<file path="config.mk">
export PLATFORM = sky130hd
export DESIGN_NAME = ccr_top
export DESIGN_NICKNAME = d
export VERILOG_FILES = /design/src/hw/ccr_pkg.sv /design/src/hw/ccr_top.sv /design/src/hw/ccr_div.sv
export SDC_FILE = /design/constraint.sdc
export NUM_CORES = 1
export LEC_CHECK = 0
export BUFFER_PORTS_ARGS = -buffer_cell sky130_fd_sc_hd__clkbuf_2
export CAP_MARGIN = 20
export CORE_MARGIN = 2
export CORE_UTILIZATION = 45
export CTS_BUF_LIST = sky130_fd_sc_hd__clkbuf_2
export DETAILED_ROUTE_END_ITERATION = 8
export PLACE_DENSITY = 0.73
export SETUP_SLACK_MARGIN = 0.1
export SLEW_MARGIN = 10
export SYNTH_ARGS = -nofsm -noshare
export SYNTH_HDL_FRONTEND = slang
export SYNTH_HIERARCHICAL = 1
export SYNTH_SLANG_ARGS = --single-unit
</file>
<file path="constraint.sdc">
create_clock -name clk -period 2.52 [get_ports clk]
set_input_delay 0.252 -clock clk [delete_from_list [all_inputs] [get_ports clk]]
set_output_delay 0.252 -clock clk [all_outputs]
set_load 0.05 [all_outputs]
</file>
<file path="src/hw/ccr_pkg.sv">
// Constants, timing counts and state type of the clock and reset generator
package ccr_pkg;

    // Clock rates in hertz, clk period in nanoseconds
    localparam int REF_FREQ_HZ    = 12_000_000;    // Main crystal reference
    localparam int SYS_MAX_HZ     = 24_000_000;    // Highest fast system clock
    localparam int SLOW_FREQ_HZ   = 32_768;        // Slow system clock
    localparam int CLK_PERIOD_NS  = 100;           // Period of clk (10 MHz)

    // Derived dividers and multiplier limit
    localparam int SLOW_PRESC_DIV = REF_FREQ_HZ / SLOW_FREQ_HZ;   // 366, rate is approximate
    localparam int PLL_MAX_MULT   = SYS_MAX_HZ / REF_FREQ_HZ;     // Loop factor ceiling
    localparam int FIX_DIV_RESET  = 12;                           // Fixed module clock divisor

    // Power-on reset stretch, least time rounded up to whole cycles
    localparam int POR_TIME_NS    = 100_000;
    localparam int POR_CYCLES     = (POR_TIME_NS + CLK_PERIOD_NS - 1) / CLK_PERIOD_NS;

    // Reset values of programmable settings
    localparam int PLL_PRESC_RESET = 1;            // Loop output prescaler
    localparam int AUX_DIV_RESET   = 2;            // Aux pin divisors

    // Source switch states, one-hot
    typedef enum logic [3:0] {
        CCR_ST_DIRECT = 4'h1,                      // Reference drives fast clock
        CCR_ST_TO_PLL = 4'h2,                      // Waiting for loop pulse
        CCR_ST_PLL    = 4'h4,                      // Prescaled loop drives fast clock
        CCR_ST_TO_DIR = 4'h8                       // Waiting for reference pulse
    } ccr_src_type;

endpackage : ccr_pkg

</file>
<file path="src/hw/ccr_top.sv">
// Clock and reset generator: fast/slow system clock enables, aux pins, reset
`timescale 1ns/100ps
module ccr_top #(
    parameter int DIV_W       = 16,                      // Divisor width
    parameter int NUM_MOD_RST = 4,                       // On-chip reset requesters
    parameter int NUM_AUX     = 2,                       // Divided clock pins
    parameter int POR_CYCLES  = ccr_pkg::POR_CYCLES      // Power-on stretch
) (
    input  wire logic                   clk,
    input  wire logic                   rstn,
    input  wire logic                   ref_tick,
    input  wire logic                   pll_tick,
    input  wire logic                   pll_locked,
    input  wire logic [3:0]             pll_mult_req,
    input  wire logic [DIV_W-1:0]       pll_presc,
    input  wire logic                   sel_pll,
    input  wire logic                   slow_xtal_fitted,
    input  wire logic                   slow_xtal_tick,
    input  wire logic                   power_save,
    input  wire logic [DIV_W-1:0]       fix_div,
    input  wire logic [DIV_W*NUM_AUX-1:0] aux_div,
    input  wire logic                   ext_rst_n,
    input  wire logic [NUM_MOD_RST-1:0] mod_rst_req,
    output      logic                   pll_ref_en,
    output      logic [3:0]             pll_mult,
    output      logic                   hs_clk_en,
    output      logic                   slow_clk_en,
    output      logic                   sys_clk_en,
    output      logic                   twm_clk_en,
    output      logic                   fix_clk_en,
    output      logic [NUM_AUX-1:0]     aux_clk_out,
    output      logic                   por_busy,
    output      logic                   sys_rst_n
);

    // Elaboration checks
    if (DIV_W < 9) begin : g_bad_div
        $error("ccr_top: DIV_W too narrow for the slow prescaler");
    end
    if (NUM_AUX < 1 || NUM_MOD_RST < 1) begin : g_bad_cnt
        $error("ccr_top: NUM_AUX and NUM_MOD_RST must be at least 1");
    end
    if (POR_CYCLES < 1 || POR_CYCLES > 65535) begin : g_bad_por
        $error("ccr_top: POR_CYCLES out of range");
    end

    ////////////////////////////////////////////////////////////////////////////
    // Loop reference and multiplier limit
    logic [3:0] mult_ff;               // Factor sent to the loop
    logic [3:0] nxt_mult;

    // The reference feeds the loop unchanged
    assign pll_ref_en = ref_tick;

    // Clamp the requested factor so the loop never exceeds the top rate
    always_comb begin
        if (pll_mult_req > 4'(ccr_pkg::PLL_MAX_MULT)) begin
            nxt_mult = 4'(ccr_pkg::PLL_MAX_MULT);
        end else if (pll_mult_req == 4'h0) begin
            nxt_mult = 4'h1;                                        // Zero means unity
        end else begin
            nxt_mult = pll_mult_req;
        end
    end

    always_ff @(posedge clk or negedge rstn) begin
        if (!rstn) begin
            mult_ff <= 4'h1;
        end else begin
            mult_ff <= nxt_mult;
        end
    end

    assign pll_mult = mult_ff;

    ////////////////////////////////////////////////////////////////////////////
    // Prescalers
    logic               pll_div_tick;  // Prescaled loop output
    logic               slow_div_tick; // Slow clock made from the reference
    logic [NUM_AUX-1:0] aux_tick;      // Per-pin half-period pulses

    // Loop output through its prescaler
    ccr_div #(.DIV_W(DIV_W)) u_pll_div (
        .clk      (clk),
        .rstn     (rstn),
        .tick_in  (pll_tick),
        .div      (pll_presc),
        .tick_out (pll_div_tick)
    );

    // Slow clock prescaler, used when no slow crystal is fitted
    ccr_div #(.DIV_W(DIV_W)) u_slow_div (
        .clk      (clk),
        .rstn     (rstn),
        .tick_in  (ref_tick),
        .div      (DIV_W'(ccr_pkg::SLOW_PRESC_DIV)),
        .tick_out (slow_div_tick)
    );

    // Fixed-rate module clock, independent of the loop setting
    ccr_div #(.DIV_W(DIV_W)) u_fix_div (
        .clk      (clk),
        .rstn     (rstn),
        .tick_in  (ref_tick),
        .div      (fix_div),
        .tick_out (fix_clk_en)
    );

    ////////////////////////////////////////////////////////////////////////////
    // Fast clock source switch
    ccr_pkg::ccr_src_type st_ff;       // Current source state
    ccr_pkg::ccr_src_type nxt_st;
    logic                 want_pll;    // Loop requested and usable

    assign want_pll = sel_pll && pll_locked;

    // Hand over only on a pulse of the new source so no period is cut short
    always_comb begin
        nxt_st = st_ff;
        case (st_ff)
            ccr_pkg::CCR_ST_DIRECT: begin
                if (want_pll) begin
                    nxt_st = ccr_pkg::CCR_ST_TO_PLL;
                end
            end
            ccr_pkg::CCR_ST_TO_PLL: begin
                if (!want_pll) begin
                    nxt_st = ccr_pkg::CCR_ST_TO_DIR;
                end else if (pll_div_tick) begin
                    nxt_st = ccr_pkg::CCR_ST_PLL;
                end
            end
            ccr_pkg::CCR_ST_PLL: begin
                // Losing lock falls back without waiting for software
                if (!want_pll) begin
                    nxt_st = ccr_pkg::CCR_ST_TO_DIR;
                end
            end
            ccr_pkg::CCR_ST_TO_DIR: begin
                if (ref_tick) begin
                    nxt_st = ccr_pkg::CCR_ST_DIRECT;
                end
            end
            default: begin
                nxt_st = ccr_pkg::CCR_ST_DIRECT;
            end
        endcase
    end

    always_ff @(posedge clk or negedge rstn) begin
        if (!rstn) begin
            st_ff <= ccr_pkg::CCR_ST_DIRECT;
        end else begin
            st_ff <= nxt_st;
        end
    end

    // Gated pulse: waiting states pass only the pulse that completes the switch
    always_comb begin
        case (st_ff)
            ccr_pkg::CCR_ST_DIRECT: hs_clk_en = ref_tick;
            ccr_pkg::CCR_ST_TO_PLL: hs_clk_en = want_pll && pll_div_tick;
            ccr_pkg::CCR_ST_PLL:    hs_clk_en = want_pll && pll_div_tick;
            ccr_pkg::CCR_ST_TO_DIR: hs_clk_en = ref_tick;
            default:                hs_clk_en = 1'b0;
        endcase
    end

    ////////////////////////////////////////////////////////////////////////////
    // Slow clock and system clock selection
    assign slow_clk_en = slow_xtal_fitted ? slow_xtal_tick : slow_div_tick;
    assign sys_clk_en  = power_save ? slow_clk_en : hs_clk_en;
    assign twm_clk_en  = slow_clk_en;

    ////////////////////////////////////////////////////////////////////////////
    // Divided clock pins, each toggling on its own prescaled fast pulse
    logic [NUM_AUX-1:0] aux_ff;        // Pin levels
    logic [NUM_AUX-1:0] nxt_aux;

    for (genvar i = 0; i < NUM_AUX; i++) begin : g_aux
        ccr_div #(.DIV_W(DIV_W)) u_aux_div (
            .clk      (clk),
            .rstn     (rstn),
            .tick_in  (hs_clk_en),
            .div      (aux_div[i*DIV_W +: DIV_W]),
            .tick_out (aux_tick[i])
        );
        assign nxt_aux[i] = aux_ff[i] ^ aux_tick[i];
    end

    always_ff @(posedge clk or negedge rstn) begin
        if (!rstn) begin
            aux_ff <= '0;
        end else begin
            aux_ff <= nxt_aux;
        end
    end

    assign aux_clk_out = aux_ff;

    ////////////////////////////////////////////////////////////////////////////
    // Power-on reset stretch; rstn stands for the supply detector
    logic [15:0] por_cnt_ff;           // Cycles since supply came up
    logic [15:0] nxt_por_cnt;
    logic        por_ff;               // Stretch still running
    logic        nxt_por;

    always_comb begin
        nxt_por_cnt = por_cnt_ff;
        nxt_por     = por_ff;
        if (por_ff) begin
            if (por_cnt_ff == 16'(POR_CYCLES - 1)) begin
                nxt_por = 1'b0;
            end else begin
                nxt_por_cnt = por_cnt_ff + 16'h0001;
            end
        end
    end

    always_ff @(posedge clk or negedge rstn) begin
        if (!rstn) begin
            por_cnt_ff <= 16'h0000;
            por_ff     <= 1'b1;
        end else begin
            por_cnt_ff <= nxt_por_cnt;
            por_ff     <= nxt_por;
        end
    end

    assign por_busy = por_ff;

    ////////////////////////////////////////////////////////////////////////////
    // Combined reset: any source clears the chain at once, release is clocked
    logic       arst_n;                // Combined asynchronous reset
    logic [1:0] rst_sync_ff;           // Release synchroniser
    logic [1:0] nxt_rst_sync;

    assign arst_n       = rstn && ext_rst_n && !(|mod_rst_req);
    assign nxt_rst_sync = {rst_sync_ff[0], !por_ff};

    always_ff @(posedge clk or negedge arst_n) begin
        if (!arst_n) begin
            rst_sync_ff <= 2'h0;
        end else begin
            rst_sync_ff <= nxt_rst_sync;
        end
    end

    assign sys_rst_n = rst_sync_ff[1];

    ////////////////////////////////////////////////////////////////////////////
    // Assertions
    rst_req_assert_a: assert property (@(posedge clk) disable iff (!rstn)
        (!ext_rst_n || (|mod_rst_req)) |-> !sys_rst_n)
        else $error("reset request did not hold system reset");
    rst_release_sync_a: assert property (@(posedge clk) disable iff (!rstn)
        $rose(sys_rst_n) |-> $past(arst_n, 1) && $past(arst_n, 2)
                             && !$past(por_ff, 2))
        else $error("reset released without two clean cycles");
    por_holds_rst_a: assert property (@(posedge clk) disable iff (!rstn)
        por_busy |-> !sys_rst_n)
        else $error("system reset released during power-on stretch");
    switch_no_runt_a: assert property (@(posedge clk) disable iff (!rstn)
        (st_ff == ccr_pkg::CCR_ST_TO_PLL && want_pll && pll_div_tick)
        |-> hs_clk_en ##1 (st_ff == ccr_pkg::CCR_ST_PLL))
        else $error("switch to loop not completed on its pulse");
    hs_source_a: assert property (@(posedge clk) disable iff (!rstn)
        hs_clk_en |-> (ref_tick && st_ff != ccr_pkg::CCR_ST_PLL
                       && st_ff != ccr_pkg::CCR_ST_TO_PLL)
                      || (pll_div_tick && want_pll))
        else $error("fast clock pulse from wrong source");
    lock_loss_a: assert property (@(posedge clk) disable iff (!rstn)
        (st_ff == ccr_pkg::CCR_ST_PLL && !pll_locked)
        |=> st_ff == ccr_pkg::CCR_ST_TO_DIR)
        else $error("loop kept after lock loss");
    mult_limit_a: assert property (@(posedge clk) disable iff (!rstn)
        ##1 pll_mult <= 4'(ccr_pkg::PLL_MAX_MULT) && pll_mult != 4'h0)
        else $error("loop factor above limit");
    // A prescaled slow pulse must follow a reference pulse by one cycle
    slow_select_a: assert property (@(posedge clk) disable iff (!rstn)
        slow_clk_en |-> (slow_xtal_fitted ? slow_xtal_tick : $past(ref_tick)))
        else $error("slow clock from wrong source");
    save_clock_a: assert property (@(posedge clk) disable iff (!rstn)
        power_save |-> (sys_clk_en == slow_clk_en) && (twm_clk_en == slow_clk_en))
        else $error("power save not on slow clock");
    fix_from_ref_a: assert property (@(posedge clk) disable iff (!rstn)
        fix_clk_en |-> $past(ref_tick))
        else $error("fixed clock pulse without reference pulse");
    aux_toggle_a: assert property (@(posedge clk) disable iff (!rstn)
        $changed(aux_clk_out[0]) |-> $past(aux_tick[0]))
        else $error("aux pin toggled without divider pulse");
    cov_to_pll_c: cover property (@(posedge clk) disable iff (!rstn)
        st_ff == ccr_pkg::CCR_ST_TO_PLL ##[1:50] st_ff == ccr_pkg::CCR_ST_PLL);
    cov_back_dir_c: cover property (@(posedge clk) disable iff (!rstn)
        st_ff == ccr_pkg::CCR_ST_TO_DIR ##[1:50] st_ff == ccr_pkg::CCR_ST_DIRECT);
    cov_save_c: cover property (@(posedge clk) disable iff (!rstn)
        power_save && sys_clk_en);
    cov_mod_rst_c: cover property (@(posedge clk) disable iff (!rstn)
        sys_rst_n ##1 (|mod_rst_req));

endmodule : ccr_top

</file>
<file path="src/hw/ccr_div.sv">
// Pulse divider: one output pulse for every div input pulses
`timescale 1ns/100ps
module ccr_div #(
    parameter int DIV_W = 16
) (
    input  wire logic             clk,
    input  wire logic             rstn,
    input  wire logic             tick_in,
    input  wire logic [DIV_W-1:0] div,
    output      logic             tick_out
);

    logic [DIV_W-1:0] cnt_ff;          // Input pulses seen in this period
    logic [DIV_W-1:0] nxt_cnt;
    logic             tick_ff;         // Registered output pulse
    logic             nxt_tick;
    logic [DIV_W-1:0] last;            // Terminal count

    if (DIV_W < 2) begin : g_bad_width
        $error("ccr_div: DIV_W must be at least 2");
    end

    ////////////////////////////////////////////////////////////////////////////
    // Next count; a divisor of zero acts as one so the output never stops
    always_comb begin
        last     = (div == '0) ? '0 : div - DIV_W'(1);
        nxt_cnt  = cnt_ff;
        nxt_tick = 1'b0;
        if (tick_in) begin
            // A divisor lowered below the count wraps at once, no long period
            if (cnt_ff >= last) begin
                nxt_cnt  = '0;
                nxt_tick = 1'b1;
            end else begin
                nxt_cnt  = cnt_ff + DIV_W'(1);
            end
        end
    end

    // Register stage only
    always_ff @(posedge clk or negedge rstn) begin
        if (!rstn) begin
            cnt_ff  <= '0;
            tick_ff <= 1'b0;
        end else begin
            cnt_ff  <= nxt_cnt;
            tick_ff <= nxt_tick;
        end
    end

    assign tick_out = tick_ff;

endmodule : ccr_div

</file>
==> out/results.env, run 1 <==
POSTSYNTHAREAPERCELL_UM2=8.91
INITIAL_UTILIZATION_PCT=45.8
DIE_X_EXTENT_UM=147
YS_SEQ_ELEMENTS=114
WORST_SETUP_PATH_END_KIND='flop'
RSZ_0062_RAISED_AFTER_GLOBAL_ROUTING='true'
SYNTHESIS.AREA_UM2=9250
WORST_CLOCK_SKEW_NS=0.0293
CRITICAL_PATH.N_BUFFERS_INVERTERS=2
FILLER_CELL_COUNT=1718
FLOW.AREA_GROWTH_FROM_SYNTHESIS_PCT=32.5
FLOORPLAN.IO_PINS=96
VIAS_IN_THE_FIRST_GLOBAL_ROUTE=8046
CLOCK_SINK_COUNT=114
MINIMUM_CLOCK_PERIOD_NS=2.52
FF_LATCH_AREA_UM2=2860
DRT_ITER0_DRC=369
DIE_Y_UM=147
CLK_PIN_SLEW_NS=0.20
CRITICAL_PATH.TOP_DELAY_FAMILY='simple AND/OR/NAND/NOR gates'
MAX-SLEW-MARGIN-REL_PCT=65.7
CLOCK-ROOT-BUFFER='clkbuf_2'
CORE.ROWCOUNT=52
SYNTH-SEQ-AREA-SHARE_PCT=30.9
CRITICAL_PATH_LAUNCH_POINT_TYPE='input port'
DPL.CELL_COUNT=1575
PRIMARY_FF_MASTER_SYNTH='dfrtp_1'
DRT_PASS1_ITERATIONS=6
ROUTE.DETAILED.DRC=0
CRITPATHARRIVALTIME_NS=3.10
SETUP_SLACK_NS=-0.000627
GRT_OVERFLOW_TOTAL=0
AVERAGE_WIRE_PER_STANDARD_CELL_UM=12.8
YS.WARNINGS.COUNT=6
SETUP_TOTAL_NEGATIVE_SLACK_NS=-0.000627
TIMING.FINAL.HOLD_VIOLATIONS=0
TIMING.FINAL.SETUP_VIOLATIONS=1
SYNTHDISTINCTLIBCELLS=75
REG2REG_TO='g_aux[1].u_aux_div/cnt_ff[8]'
CTS_BUFFERS=17
MAXIMUM_LEVEL_OF_THE_CTS_H_TREE=4
MAX-VDD-IR-DROP_mV=0.323
DRIVE_GT1_SHARE_PCT=30.2
REG2REGPATHDEPTH=10
POST_SYNTH_INST_COUNT=1038
CRITICAL_PATH.MAX_STAGE_DELAY_NS=0.54
CRIT_CELLS=13
CRIT_PATH_MAX_FANOUT=5
MULTI_INPUT_AREA_UM2=6710
HOLD_DEPTH=4
UTILIZATION_PCT=60.7
LAYOUT.CELLS.NON_FILLER=1634
TIMING.MAX_CAP.VIOLATIONS=0
CRITICAL_REGISTER_TO_REGISTER_PATH_STARTPOINT='st_ff[2]'
GRT_START_MAX_NET_PINS=48
NUMPORTBUFFERS=94
VIAS_AFTER_DETAILED_ROUTING=8367
FINAL_MAX_SLEW_VIOL_COUNT=0
PWR_DENSITY_CELL_nW_PER_UM2=495
CRIT_TYPE='in2reg'
DRT-TOTAL-WL_UM=20900
FMAX_MHz=397
GRT_PASS1_WL_UM=35400
PATH_CELLS='buf_6, or4_4, and4bb_2, nand2_2, xnor2_1, nand2_1, ha_4, nand4_1, nor3_2, or4b_4, buf_6, nand4_1, o22ai_1'
HP-START='ref_tick'
MIN_DELAY_WORST_ENDPOINT='u_slow_div/cnt_ff[1]'
DIE-AREA_UM2=21700
POSTROUTEANTENNANETS=0
ANTENNA_FOUND_INITIAL=1
REG2REG_SETUP_SLACK_NS=0.21
VIASPERCELL=5.12
CLOCK_TREE_FROM_TRITONCTS='built'
FAILING_CHECKS='setup timing'
TIMING.HOLD.WORST.CLASS='in2reg'
SYNTH_EDF_COUNT=0
FINALNETCOUNT=1528
RESULT_OF_THE_RUN='complete, but fails checks'
LEAKAGE_nW=5.87
MIN_PERIOD_OVER_PERIOD_PCT=100
WORST_PATH_MAX_DELAY_CELL='or4_4'
GPL.FINAL_WEIGHTED_CONGESTION=0.816
PLACEABLECOREAREA_UM2=20200
WORST_SKEW_PAIR.LATE_LATENCY_NS=0.68
CTS.PATH.MAX_BUFFERS=2
WORSTMARGINPINSLEW_NS=0.514
WORSTPATHREQUIRED_NS=3.10
FINAL.HOLD.WORST_SLACK_NS=0.0778
GRT_USE_TOTAL_PCT=19.4
HPWL_UM=15900
SYNTHARSTFLOPSHARE_PCT=100
==> worst min-delay path: cells and delay by family <==
family                 cells  cell delay [ns]
AND/OR/NAND/NOR            1             0.11
AO/OA/AOI/OAI              1             0.06
buffers and inverters      2             0.32
==> flip-flops by register name, indices dropped and copies added (netlist names) <==
name / count
g_aux.u_aux_div/cnt_ff: 32
por_cnt_ff: 16
u_fix_div/cnt_ff: 16
u_pll_div/cnt_ff: 16
u_slow_div/cnt_ff: 16
pll_mult: 4
st_ff: 4
aux_clk_out: 2
g_aux.u_aux_div/tick_out: 2
rst_sync_ff: 2
por_busy: 1
u_fix_div/tick_out: 1
u_pll_div/tick_out: 1
u_slow_div/tick_out: 1
==> cell usage after synthesis (10+ instances only) <==
cell / number / area (µm²)
o22ai_1: 10 / 62.6
dfrtp_1: 111 / 2780
xnor2_1: 63 / 552
nor3_1: 26 / 130
nand2_1: 154 / 578
nor2b_1: 11 / 68.8
nor2_1: 74 / 278
nand4_1: 50 / 313
clkbuf_1: 10 / 37.5
a21oi_1: 59 / 295
and2_1: 11 / 68.8
and3_1: 17 / 106
ha_1: 96 / 1200
o21ai_0: 11 / 55.1
nand3_1: 38 / 190
nand2b_1: 17 / 106
inv_1: 41 / 154
nor4_1: 13 / 81.3
xor2_1: 64 / 561
==> cells by family (layout without fill, tap and decap cells) <==
logic type | after synthesis | in the layout | share of synthesized area, %
simple gates | 489 | 489 | 28.7
compound gates | 134 | 134 | 10.6
xor+xnor | 127 | 127 | 12.0
flops | 114 | 114 | 30.9
fa+ha+maj | 96 | 96 | 13.0
buf+inv | 64 | 339 | 3.29
mux | 12 | 12 | 1.38
other cells | 2 | 53 | 0.0812
==> metrics by stage <==
step	setup WS (ns)	instance area (µm²)	power, mW
after floorplan	-0.505	9720	3.88
after global placement	-0.754	11500	4.49
after detailed placement	-0.803	11500	4.59
after CTS	0.0352	12000	6.01
after global routing	-0.0348	12300	6.51
final	-0.000627	12300	6.06
==> layout make-up <==
| cell class | instances | area share, % |
|---|---|---|
| Clock inverter | 14 | 1.46 |
| Inverter | 43 | 1.32 |
| Timing Repair Buffer | 264 | 15.7 |
| Tap cell | 270 | 2.76 |
| Multi-Input combinational cell | 910 | 54.7 |
| Sequential cell | 114 | 23.3 |
| Clock buffer | 18 | 0.735 |
| Antenna cell | 1 | 0.0204 |
==> worst max path at each step <==
stage | startpoint | end | slack (ns)
after floorplan | aux_div[9] | g_aux[0].u_aux_div/cnt_ff[10] | -0.50
after global placement | aux_div[9] | g_aux[0].u_aux_div/cnt_ff[3] | -0.75
after detailed placement | aux_div[9] | g_aux[0].u_aux_div/cnt_ff[2] | -0.80
after CTS | aux_div[6] | g_aux[0].u_aux_div/cnt_ff[2] | 0.04
after global routing | aux_div[9] | g_aux[0].u_aux_div/cnt_ff[2] | -0.03
final | aux_div[9] | g_aux[0].u_aux_div/cnt_ff[2] | -0.0006
==> where the power goes <==
part           internal, mW  total, mW  switching [mW]  leakage (nW)
Sequential             2.12       2.55           0.435          1.48
Clock                 0.574       1.36           0.788         0.152
Combinational          1.02       2.15            1.13          4.24
Total                  3.71       6.06            2.35          5.87
==> layout by cell type (no fill, tap or decap), types with 10 or more instances in the layout <==
cell,Yosys,final
a21oi_2,0,20
buf_4,3,149
nor2_2,9,13
and3_1,17,17
o21ai_0,11,10
nor3_1,26,22
xnor2_1,63,62
and2_1,11,11
inv_1,41,39
nand2_1,154,150
o22ai_1,10,10
dlygate4sd3_1,0,10
conb_1,2,52
ha_1,96,92
nand3_1,38,36
nand2b_1,17,17
nor2_1,74,68
a21oi_1,59,37
clkbuf_2,0,104
xor2_1,64,63
dfrtp_1,111,111
nor2b_1,11,11
nand4_1,50,50
==> per-layer routing <==
layer  vias up  wire length [µm]  global-route usage, %
li1       4296                 -                      -
met4         0               174                   4.71
met2       135             10500                   34.4
met1      3918              9670                   24.5
met5         -                 0                      0
met3        18               620                   3.48
==> what timing repair did <==
item,in CTS,in global routing
resized for setup,12,44
endpoints found under the hold margin,116,6
cloned,0,0
setup buffers,7,9
pin swaps,15,29
setup endpoints to repair,17,53
hold buffers,8,2
Power figures use the tool's default switching activity.
==> inputs of run 2 (changes only) <==
SYNTH_HIERARCHICAL = unset   (was 1)
==> run 2 against run 1 <==
  * The run still ends with setup timing left
  * Setup slack lost 0.36 ns
  * Highest routed layer unchanged
  * Largest power group unchanged
  * Combinational power shrank 6%
  * Via count shrank 10%
  * Critical path type unchanged
  * Routed wire length shrank 11%
==> out/results.env, run 2 <==
PLACED_CELL_AREA_UM2=9950
FLOW.AREA_GROWTH_FROM_SYNTHESIS_PCT=33.0
FAILING_CHECKS='setup timing'
RESULT_OF_THE_RUN='complete, but fails checks'
WORSTMARGINPINSLEW_NS=0.732
CRIT_TYPE='in2reg'
CTS.PATH.MAX_BUFFERS=2
CRITICAL_PATH_LAUNCH_POINT_TYPE='input port'
TIMING.HOLD.WORST.CLASS='in2async'
GRT_START_MAX_NET_PINS=47
SYNTHESIS.AREA_UM2=8140
SETUP.WORST_PATH.START='aux_div[25]'
DRT_PASS1_ITERATIONS=4
VIAS_IN_THE_FIRST_GLOBAL_ROUTE=7238
SYNTHARSTFLOPSHARE_PCT=100
CORE.ROWCOUNT=49
NUMPORTBUFFERS=94
PWR_DENSITY_CELL_nW_PER_UM2=518
DIE-AREA_UM2=19200
REG2REGPATHDEPTH=8
YS.WARNINGS.COUNT=0
FLOORPLAN.IO_PINS=96
YS_SEQ_ELEMENTS=114
WORST_PATH_MAX_DELAY_CELL='or4_4'
SYNTH_LARGEST_TYPE_AREA_FRACTION_PCT=34.1
DIE_X_EXTENT_UM=139
REG2REG_TO='u_fix_div.cnt_ff[2]'
SYNTH-SEQ-AREA-SHARE_PCT=35.1
WORSTPATHREQUIRED_NS=3.13
MAX-VDD-IR-DROP_mV=0.311
PRE_CTS_WS_NS=-1.17
GRT_OVERFLOW_TOTAL=0
POST_SYNTH_INST_COUNT=941
ROUTED-WL-MET3_UM=648
MIN_PERIOD_OVER_PERIOD_PCT=114
POST-LAYOUT-TOTAL-POWER_mW=5.61
LAYOUT.CELLS.MOST_COMMON='nand2_1'
FILLER_CELL_COUNT=1552
CTS_BUFFERS=17
TIMING.FINAL.SETUP_VIOLATIONS=24
TIMING.FINAL.HOLD_VIOLATIONS=0
AVERAGE_WIRE_PER_STANDARD_CELL_UM=13.1
SYNTH_EDF_COUNT=0
MINIMUM_CLOCK_PERIOD_NS=2.88
MOST-COMMON-LAYOUT-CELLS='nand2_1, buf_4, clkbuf_2'
CLOCK_TREE_FROM_TRITONCTS='built'
FINAL_MAX_SLEW_VIOL_COUNT=0
SYNTH.CELLS.MOST_FREQUENT='nand2_1, dfrtp_1, nor2_1, ha_1, xor2_1'
GRT_USE_TOTAL_PCT=19.6
WORST_SETUP_PATH_END_KIND='flop'
SETUP_TOTAL_NEGATIVE_SLACK_NS=-5.53
POSTSYNTHAREAPERCELL_UM2=8.65
NETLIST.TOP_CELL.BY_AREA='dfrtp_1'
CRITICAL_PATH.MAX_STAGE_DELAY_NS=0.52
DRT_ITER0_DRC=271
ROUTED-WL-MET2_UM=8830
PATH_CELLS='buf_6, or4_4, or3_4, or4_4, nand2b_4, nand2_1, ha_4, a211oi_2, nor2_2, a211oi_4, buf_4, o31a_1, buf_6, a21oi_2, o22ai_1'
ROUTE.DETAILED.DRC=0
WORST_SKEW_PAIR.LATE_LATENCY_NS=0.67
HPWL_UM=13800
DRIVE_GT1_SHARE_PCT=31.2
SETUP_SLACK_NS=-0.362
FINAL.HOLD.WORST_SLACK_NS=0.118
MAX-SLEW-MARGIN-REL_PCT=50.7
DRT-TOTAL-WL_UM=18600
VIAS_AFTER_DETAILED_ROUTING=7501
PLACEABLECOREAREA_UM2=17800
CLOCK-ROOT-BUFFER='clkbuf_2'
FF_LATCH_AREA_UM2=2860
MAXIMUM_LEVEL_OF_THE_CTS_H_TREE=4
TOPROUTINGLAYERUSED='met4'
CRIT_PATH_MAX_FANOUT=8
LARGEST_REGISTER_FFS=32
VIASPERCELL=5.28
RSZ_0062_RAISED_AFTER_GLOBAL_ROUTING='true'
POSTROUTEANTENNANETS=0
REG2REG_SETUP_SLACK_NS=0.31
GRT_PASS1_WL_UM=32100
CRITPATHARRIVALTIME_NS=3.49
WORST_CLOCK_SKEW_NS=0.0288
SYNTHDISTINCTLIBCELLS=64
CLOCK_SINK_COUNT=114
TIMING.MAX_CAP.VIOLATIONS=0
YOSYS.CELL_COUNT.TOP_TYPE='nand2_1'
ANTENNA_FOUND_INITIAL=1
LEAKAGE_nW=5.31
CRITICAL_REGISTER_TO_REGISTER_PATH_STARTPOINT='u_fix_div.cnt_ff[7]'
FMAX_MHz=347
MULTI_INPUT_AREA_UM2=5640
SYNTH.TOP_CELLS.BY_AREA='dfrtp_1, ha_1, xor2_1'
POSTLAYOUTCELLAREA_UM2=10800
MET1WIRELENGTH_UM=8860
GPL.FINAL_WEIGHTED_CONGESTION=0.793
TOP_REGISTER_BY_NUMBER_OF_FLIP_FLOPS='g_aux.u_aux_div.cnt_ff'
FINALNETCOUNT=1340
PRIMARY_FF_MASTER_SYNTH='dfrtp_1'
CRIT_PATH_END='g_aux[1].u_aux_div.cnt_ff[9]'
DIE_Y_UM=139
INITIAL_UTILIZATION_PCT=45.6
CLK_PIN_SLEW_NS=0.17
## run 2: cell types whose count changed in the layout (fill, tap and decap cells not counted), sizes merged, moves of 7 or more
| cell | previous run | this run |
|---|---|---|
| inv | 48 | 35 |
| nand2b | 18 | 11 |
| ha | 96 | 80 |
| conb | 52 | 2 |
| nand2 | 155 | 132 |
| a21oi | 59 | 52 |
| a2111oi | 8 | 0 |
| nand4 | 52 | 20 |
| and3 | 17 | 26 |
| mux2i | 9 | 2 |
| o21ai | 12 | 31 |
| buf | 167 | 136 |
| xnor2 | 63 | 37 |
| a22o | 0 | 12 |
## run 2: metrics by stage
step | util [%] | instances
finish | 60.7 | 1421
global route | 60.7 | 1421
CTS | 59.1 | 1413
detailed placement | 55.8 | 1356
global placement | 55.8 | 1356
floorplan | - | 942
## run 2: worst min-delay path by stage
stage                    from                            to  slack, ns  cells after the start
CTS                      rstn                aux_clk_out[0]       0.06                      2
global placement    ext_rst_n                rst_sync_ff[1]       0.17                      2
global route             rstn  g_aux[0].u_aux_div.cnt_ff[1]       0.09                      2
detailed placement  ext_rst_n                rst_sync_ff[1]       0.17                      2
finish                   rstn          u_pll_div.cnt_ff[11]       0.12                      2
floorplan                rstn                aux_clk_out[0]      -0.04                      0
## run 2: logic make-up (layout without fill, tap and decap cells)
kind of cell	after synthesis	count (layout)	share of synthesized area (%)
mux	5	5	0.661
buf+inv	59	305	2.92
other cells	1	3	0.0461
simple gates	427	429	26.0
xor+xnor	101	101	10.9
compound gates	154	155	12.1
flops	114	114	35.1
fa+ha+maj	80	80	12.3
## run 2: final cells by class
| cell class | instances | area share (%) |
|---|---|---|
| inverters | 35 | 1.21 |
| diodes | 1 | 0.0231 |
| well taps | 229 | 2.65 |
| flip-flops and latches | 114 | 26.4 |
| clock buffers | 21 | 0.970 |
| clock inverters | 11 | 0.901 |
| repair buffers | 238 | 15.8 |
| multi-input cells | 772 | 52.1 |
## run 2: what timing repair did
action	CTS	global route
pin swaps	28	28
gates cloned	3	0
endpoints found under the hold margin	84	0
hold buffers	12	0
setup endpoints to repair	34	48
resized for setup	49	51
setup buffers	10	7
## run 2: layer usage
| metal | vias up | GRT usage, % |
|---|---|---|
| met5 | - | 0 |
| met2 | 137 | 33.6 |
| li1 | 3828 | - |
| met1 | 3519 | 25.8 |
| met3 | 17 | 3.53 |
| met4 | 0 | 5.10 |
## run 2: worst max-delay path, delay by kind of cell
family	cells	cell delay, ns
AND/OR/NAND/NOR	6	1.69
AO/OA/AOI/OAI	5	0.92
buffers and inverters	3	0.40
adder cells (fa/ha/maj)	1	0.21
## run 2: power breakdown
group | total [mW] | switching [mW] | internal, mW
sequential | 2.49 | 0.386 | 2.10
clock | 1.09 | 0.646 | 0.446
combinational | 2.03 | 1.05 | 0.977
==> inputs of run 3 (changes only) <==
CTS_BUF_LIST = sky130_fd_sc_hd__clkbuf_16   (was sky130_fd_sc_hd__clkbuf_2)
==> run 3 against run 2 <==
  * The run still ends with setup timing left
  * Via count rose by 1.5%
  * Register-to-register slack got worse by 0.04 ns
  * Routed wire length rose by 8.3%
  * Final cell count fell by 0.14%
  * Worst hold slack got worse by 0.066 ns
  * Sequential share of layout area fell by 1.7 points
  * Flip-flop and latch count did not move
  * Die area did not move
  * Total power rose by 21%
  * Clock skew fell by 0.017 ns
==> out/results.env, run 3 (synthesis gave the netlist of run 2 again) <==
RESULT_OF_THE_RUN='complete, but fails checks'
FAILING_CHECKS='setup timing'
CLOCK-ROOT-BUFFER='clkbuf_16'
DPL.CELL_COUNT=1356
POWER.SWITCHING_mW=2.31
CRITICAL_REGISTER_TO_REGISTER_PATH_STARTPOINT='g_aux[0].u_aux_div.cnt_ff[2]'
FILLER_CELL_COUNT=1403
VIAS_AFTER_DETAILED_ROUTING=7616
VIAS_IN_THE_FIRST_GLOBAL_ROUTE=7386
GRT_OVERFLOW_TOTAL=0
WORST_SKEW_PAIR.LATE_LATENCY_NS=0.42
SETUP.WORST_PATH.START='aux_div[25]'
SETUP_SLACK_NS=-0.716
ANTENNA_FOUND_INITIAL=0
CRIT_PATH_MAX_FANOUT=5
RSZ_0062_RAISED_AFTER_GLOBAL_ROUTING='true'
DIE-AREA_UM2=19200
CRIT_PATH_END='g_aux[1].u_aux_div.cnt_ff[15]'
MOST-COMMON-LAYOUT-CELLS='buf_4, nand2_1, dfrtp_1'
FMAX_MHz=309
CORE.ROWCOUNT=49
TIMING.FINAL.SETUP_VIOLATIONS=53
TIMING.HOLD.WORST.CLASS='in2reg'
PRE_CTS_WS_NS=-1.17
MAX-SLEW-MARGIN-REL_PCT=50.7
TIMING.MAX_CAP.VIOLATIONS=0
UTILIZATION_PCT=64.8
CLOCK_TREE_FROM_TRITONCTS='built'
TIMING.FINAL.HOLD_VIOLATIONS=0
SETUP_TOTAL_NEGATIVE_SLACK_NS=-16.70
POSTROUTEANTENNANETS=0
AVERAGE_WIRE_PER_STANDARD_CELL_UM=14.2
TOP_REGISTER_BY_NUMBER_OF_FLIP_FLOPS='g_aux.u_aux_div.cnt_ff'
POSTLAYOUTCELLAREA_UM2=11600
WORST_SETUP_PATH_END_KIND='flop'
LAYOUT.CELLS.MOST_COMMON='buf_4'
DRT_PASS1_ITERATIONS=4
LAYOUT.CELLS.NON_FILLER=1419
MIN_PERIOD_OVER_PERIOD_PCT=128
ANTENNADIODECOUNT=0
CRITPATHARRIVALTIME_NS=3.53
MAX-VDD-IR-DROP_mV=0.461
CLKPWRFRAC_PCT=32.3
WORST_CLOCK_SKEW_NS=0.0114
CTS_BUFFERS=17
GRT_USE_TOTAL_PCT=19.9
FLOORPLAN.IO_PINS=96
DRIVE_GT1_SHARE_PCT=35.0
CLK_PIN_SLEW_NS=0.05
ROUTE.DETAILED.DRC=0
VIASPERCELL=5.37
PLACEABLECOREAREA_UM2=17800
INITIAL_UTILIZATION_PCT=45.6
LARGEST_REGISTER_FFS=32
POWER.INTERNAL_mW=4.49
PWR_DENSITY_CELL_nW_PER_UM2=588
PWR-SHARE-COMB_PCT=30.8
SEQ_POWER_SHARE_PCT=36.9
MINIMUM_CLOCK_PERIOD_NS=3.24
DRT_ITER0_DRC=333
DIE_Y_UM=139
FLOW.AREA_GROWTH_FROM_SYNTHESIS_PCT=42.0
HOLD_DEPTH=3
FINALNETCOUNT=1339
CLOCK_SINK_COUNT=114
DIE_X_EXTENT_UM=139
CRITICAL_PATH_LAUNCH_POINT_TYPE='input port'
HPWL_UM=13800
CTS.PATH.MAX_BUFFERS=2
WORSTPATHREQUIRED_NS=2.81
REG2REGPATHDEPTH=8
GRT_PASS1_WL_UM=32500
GRT_START_MAX_NET_PINS=47
REG2REG_TO='g_aux[0].u_aux_div.cnt_ff[12]'
PLACED_CELL_AREA_UM2=9950
GPL.FINAL_WEIGHTED_CONGESTION=0.793
WORSTMARGINPINSLEW_NS=0.732
CRIT_TYPE='in2reg'
MAXIMUM_LEVEL_OF_THE_CTS_H_TREE=4
SWSHARE_PCT=34.0
DRT-TOTAL-WL_UM=20100
REG2REG_SETUP_SLACK_NS=0.27
LEAKAGE_nW=5.52
FINAL_MAX_SLEW_VIOL_COUNT=0
NUMPORTBUFFERS=94
==> run 3: cell count changes in the layout (fill, tap and decap cells not counted), moves of 5 or more <==
cell           previous run  this run
clkbuf_16                 1        18
nand2_2                   4        10
ha_1                     71        63
a21oi_1                  31        25
dlygate4sd3_1            12         5
clkbuf_2                110        85
nand2_1                 125       118
ha_4                      9        15
o21ai_1                   6        13
o31ai_4                   0         5
==> run 3: timing repair <==
item | 4_1_cts | 5_1_grt
pin swaps | 31 | 24
cloned | 3 | 4
hold endpoints to repair | 43 | 0
resized for setup | 73 | 102
setup buffers | 12 | 9
endpoints found under the setup margin | 54 | 68
hold buffers | 5 | 0
==> run 3: power by group through the flow <==
| stage | clock (mW) | sequential, mW | combinational, mW |
|---|---|---|---|
| final | 2.19 | 2.51 | 2.10 |
| after detailed placement | 0 | 2.51 | 1.72 |
| after global placement | 0 | 2.50 | 1.65 |
| after floorplan | 0 | 2.44 | 1.15 |
| after global routing | 2.32 | 2.57 | 2.33 |
| after CTS | 2.23 | 2.49 | 1.87 |
==> run 3: cell type report <==
| cell class | count | area [µm²] | share of cell area (%) |
|---|---|---|---|
| Timing Repair Buffer | 238 | 1750 | 15.1 |
| Clock inverter | 15 | 113 | 0.974 |
| Sequential cell | 114 | 2860 | 24.7 |
| Clock buffer | 17 | 425 | 3.68 |
| Tap cell | 229 | 287 | 2.48 |
| Inverter | 35 | 141 | 1.22 |
| Multi-Input combinational cell | 771 | 5990 | 51.8 |
==> run 3: critical path, stage by stage <==
cell and delay (ns):
buf_6 0.09, or4_4 0.52, or3_4 0.34, buf_4 0.15, or4_4 0.48, nor3_2 0.11, a21oi_1 0.07, ha_1 0.32
nand4_1 0.20, o31a_1 0.42, buf_4 0.18, a21o_1 0.17, a22o_1 0.21
==> run 3: per-stage QoR <==
step                hold slack, ns  total power [mW]
global route                0.0583              7.21
CTS                         0.0349              6.60
global placement             0.171              4.15
floorplan                  -0.0436              3.59
detailed placement           0.174              4.23
finish                      0.0528              6.80
==> run 3: layer usage <==
metal  GRT usage, %  part of all wire [%]  up-vias
met2           34.1                    51      146
met4           6.18                   1.1        0
li1               -                     -     3824
met5              0                     0        -
met1           25.9                    45     3628
met3           3.33                   3.3       18
==> run 3: worst min path at each step <==
stage                     slack (ns)             from             end
after floorplan                -0.04             rstn  aux_clk_out[0]
after detailed placement        0.17        ext_rst_n  rst_sync_ff[1]
after global placement          0.17        ext_rst_n  rst_sync_ff[1]
final                           0.05  pll_mult_req[2]     pll_mult[1]
after CTS                       0.03  pll_mult_req[1]     pll_mult[1]
after global routing            0.06  pll_mult_req[2]     pll_mult[1]
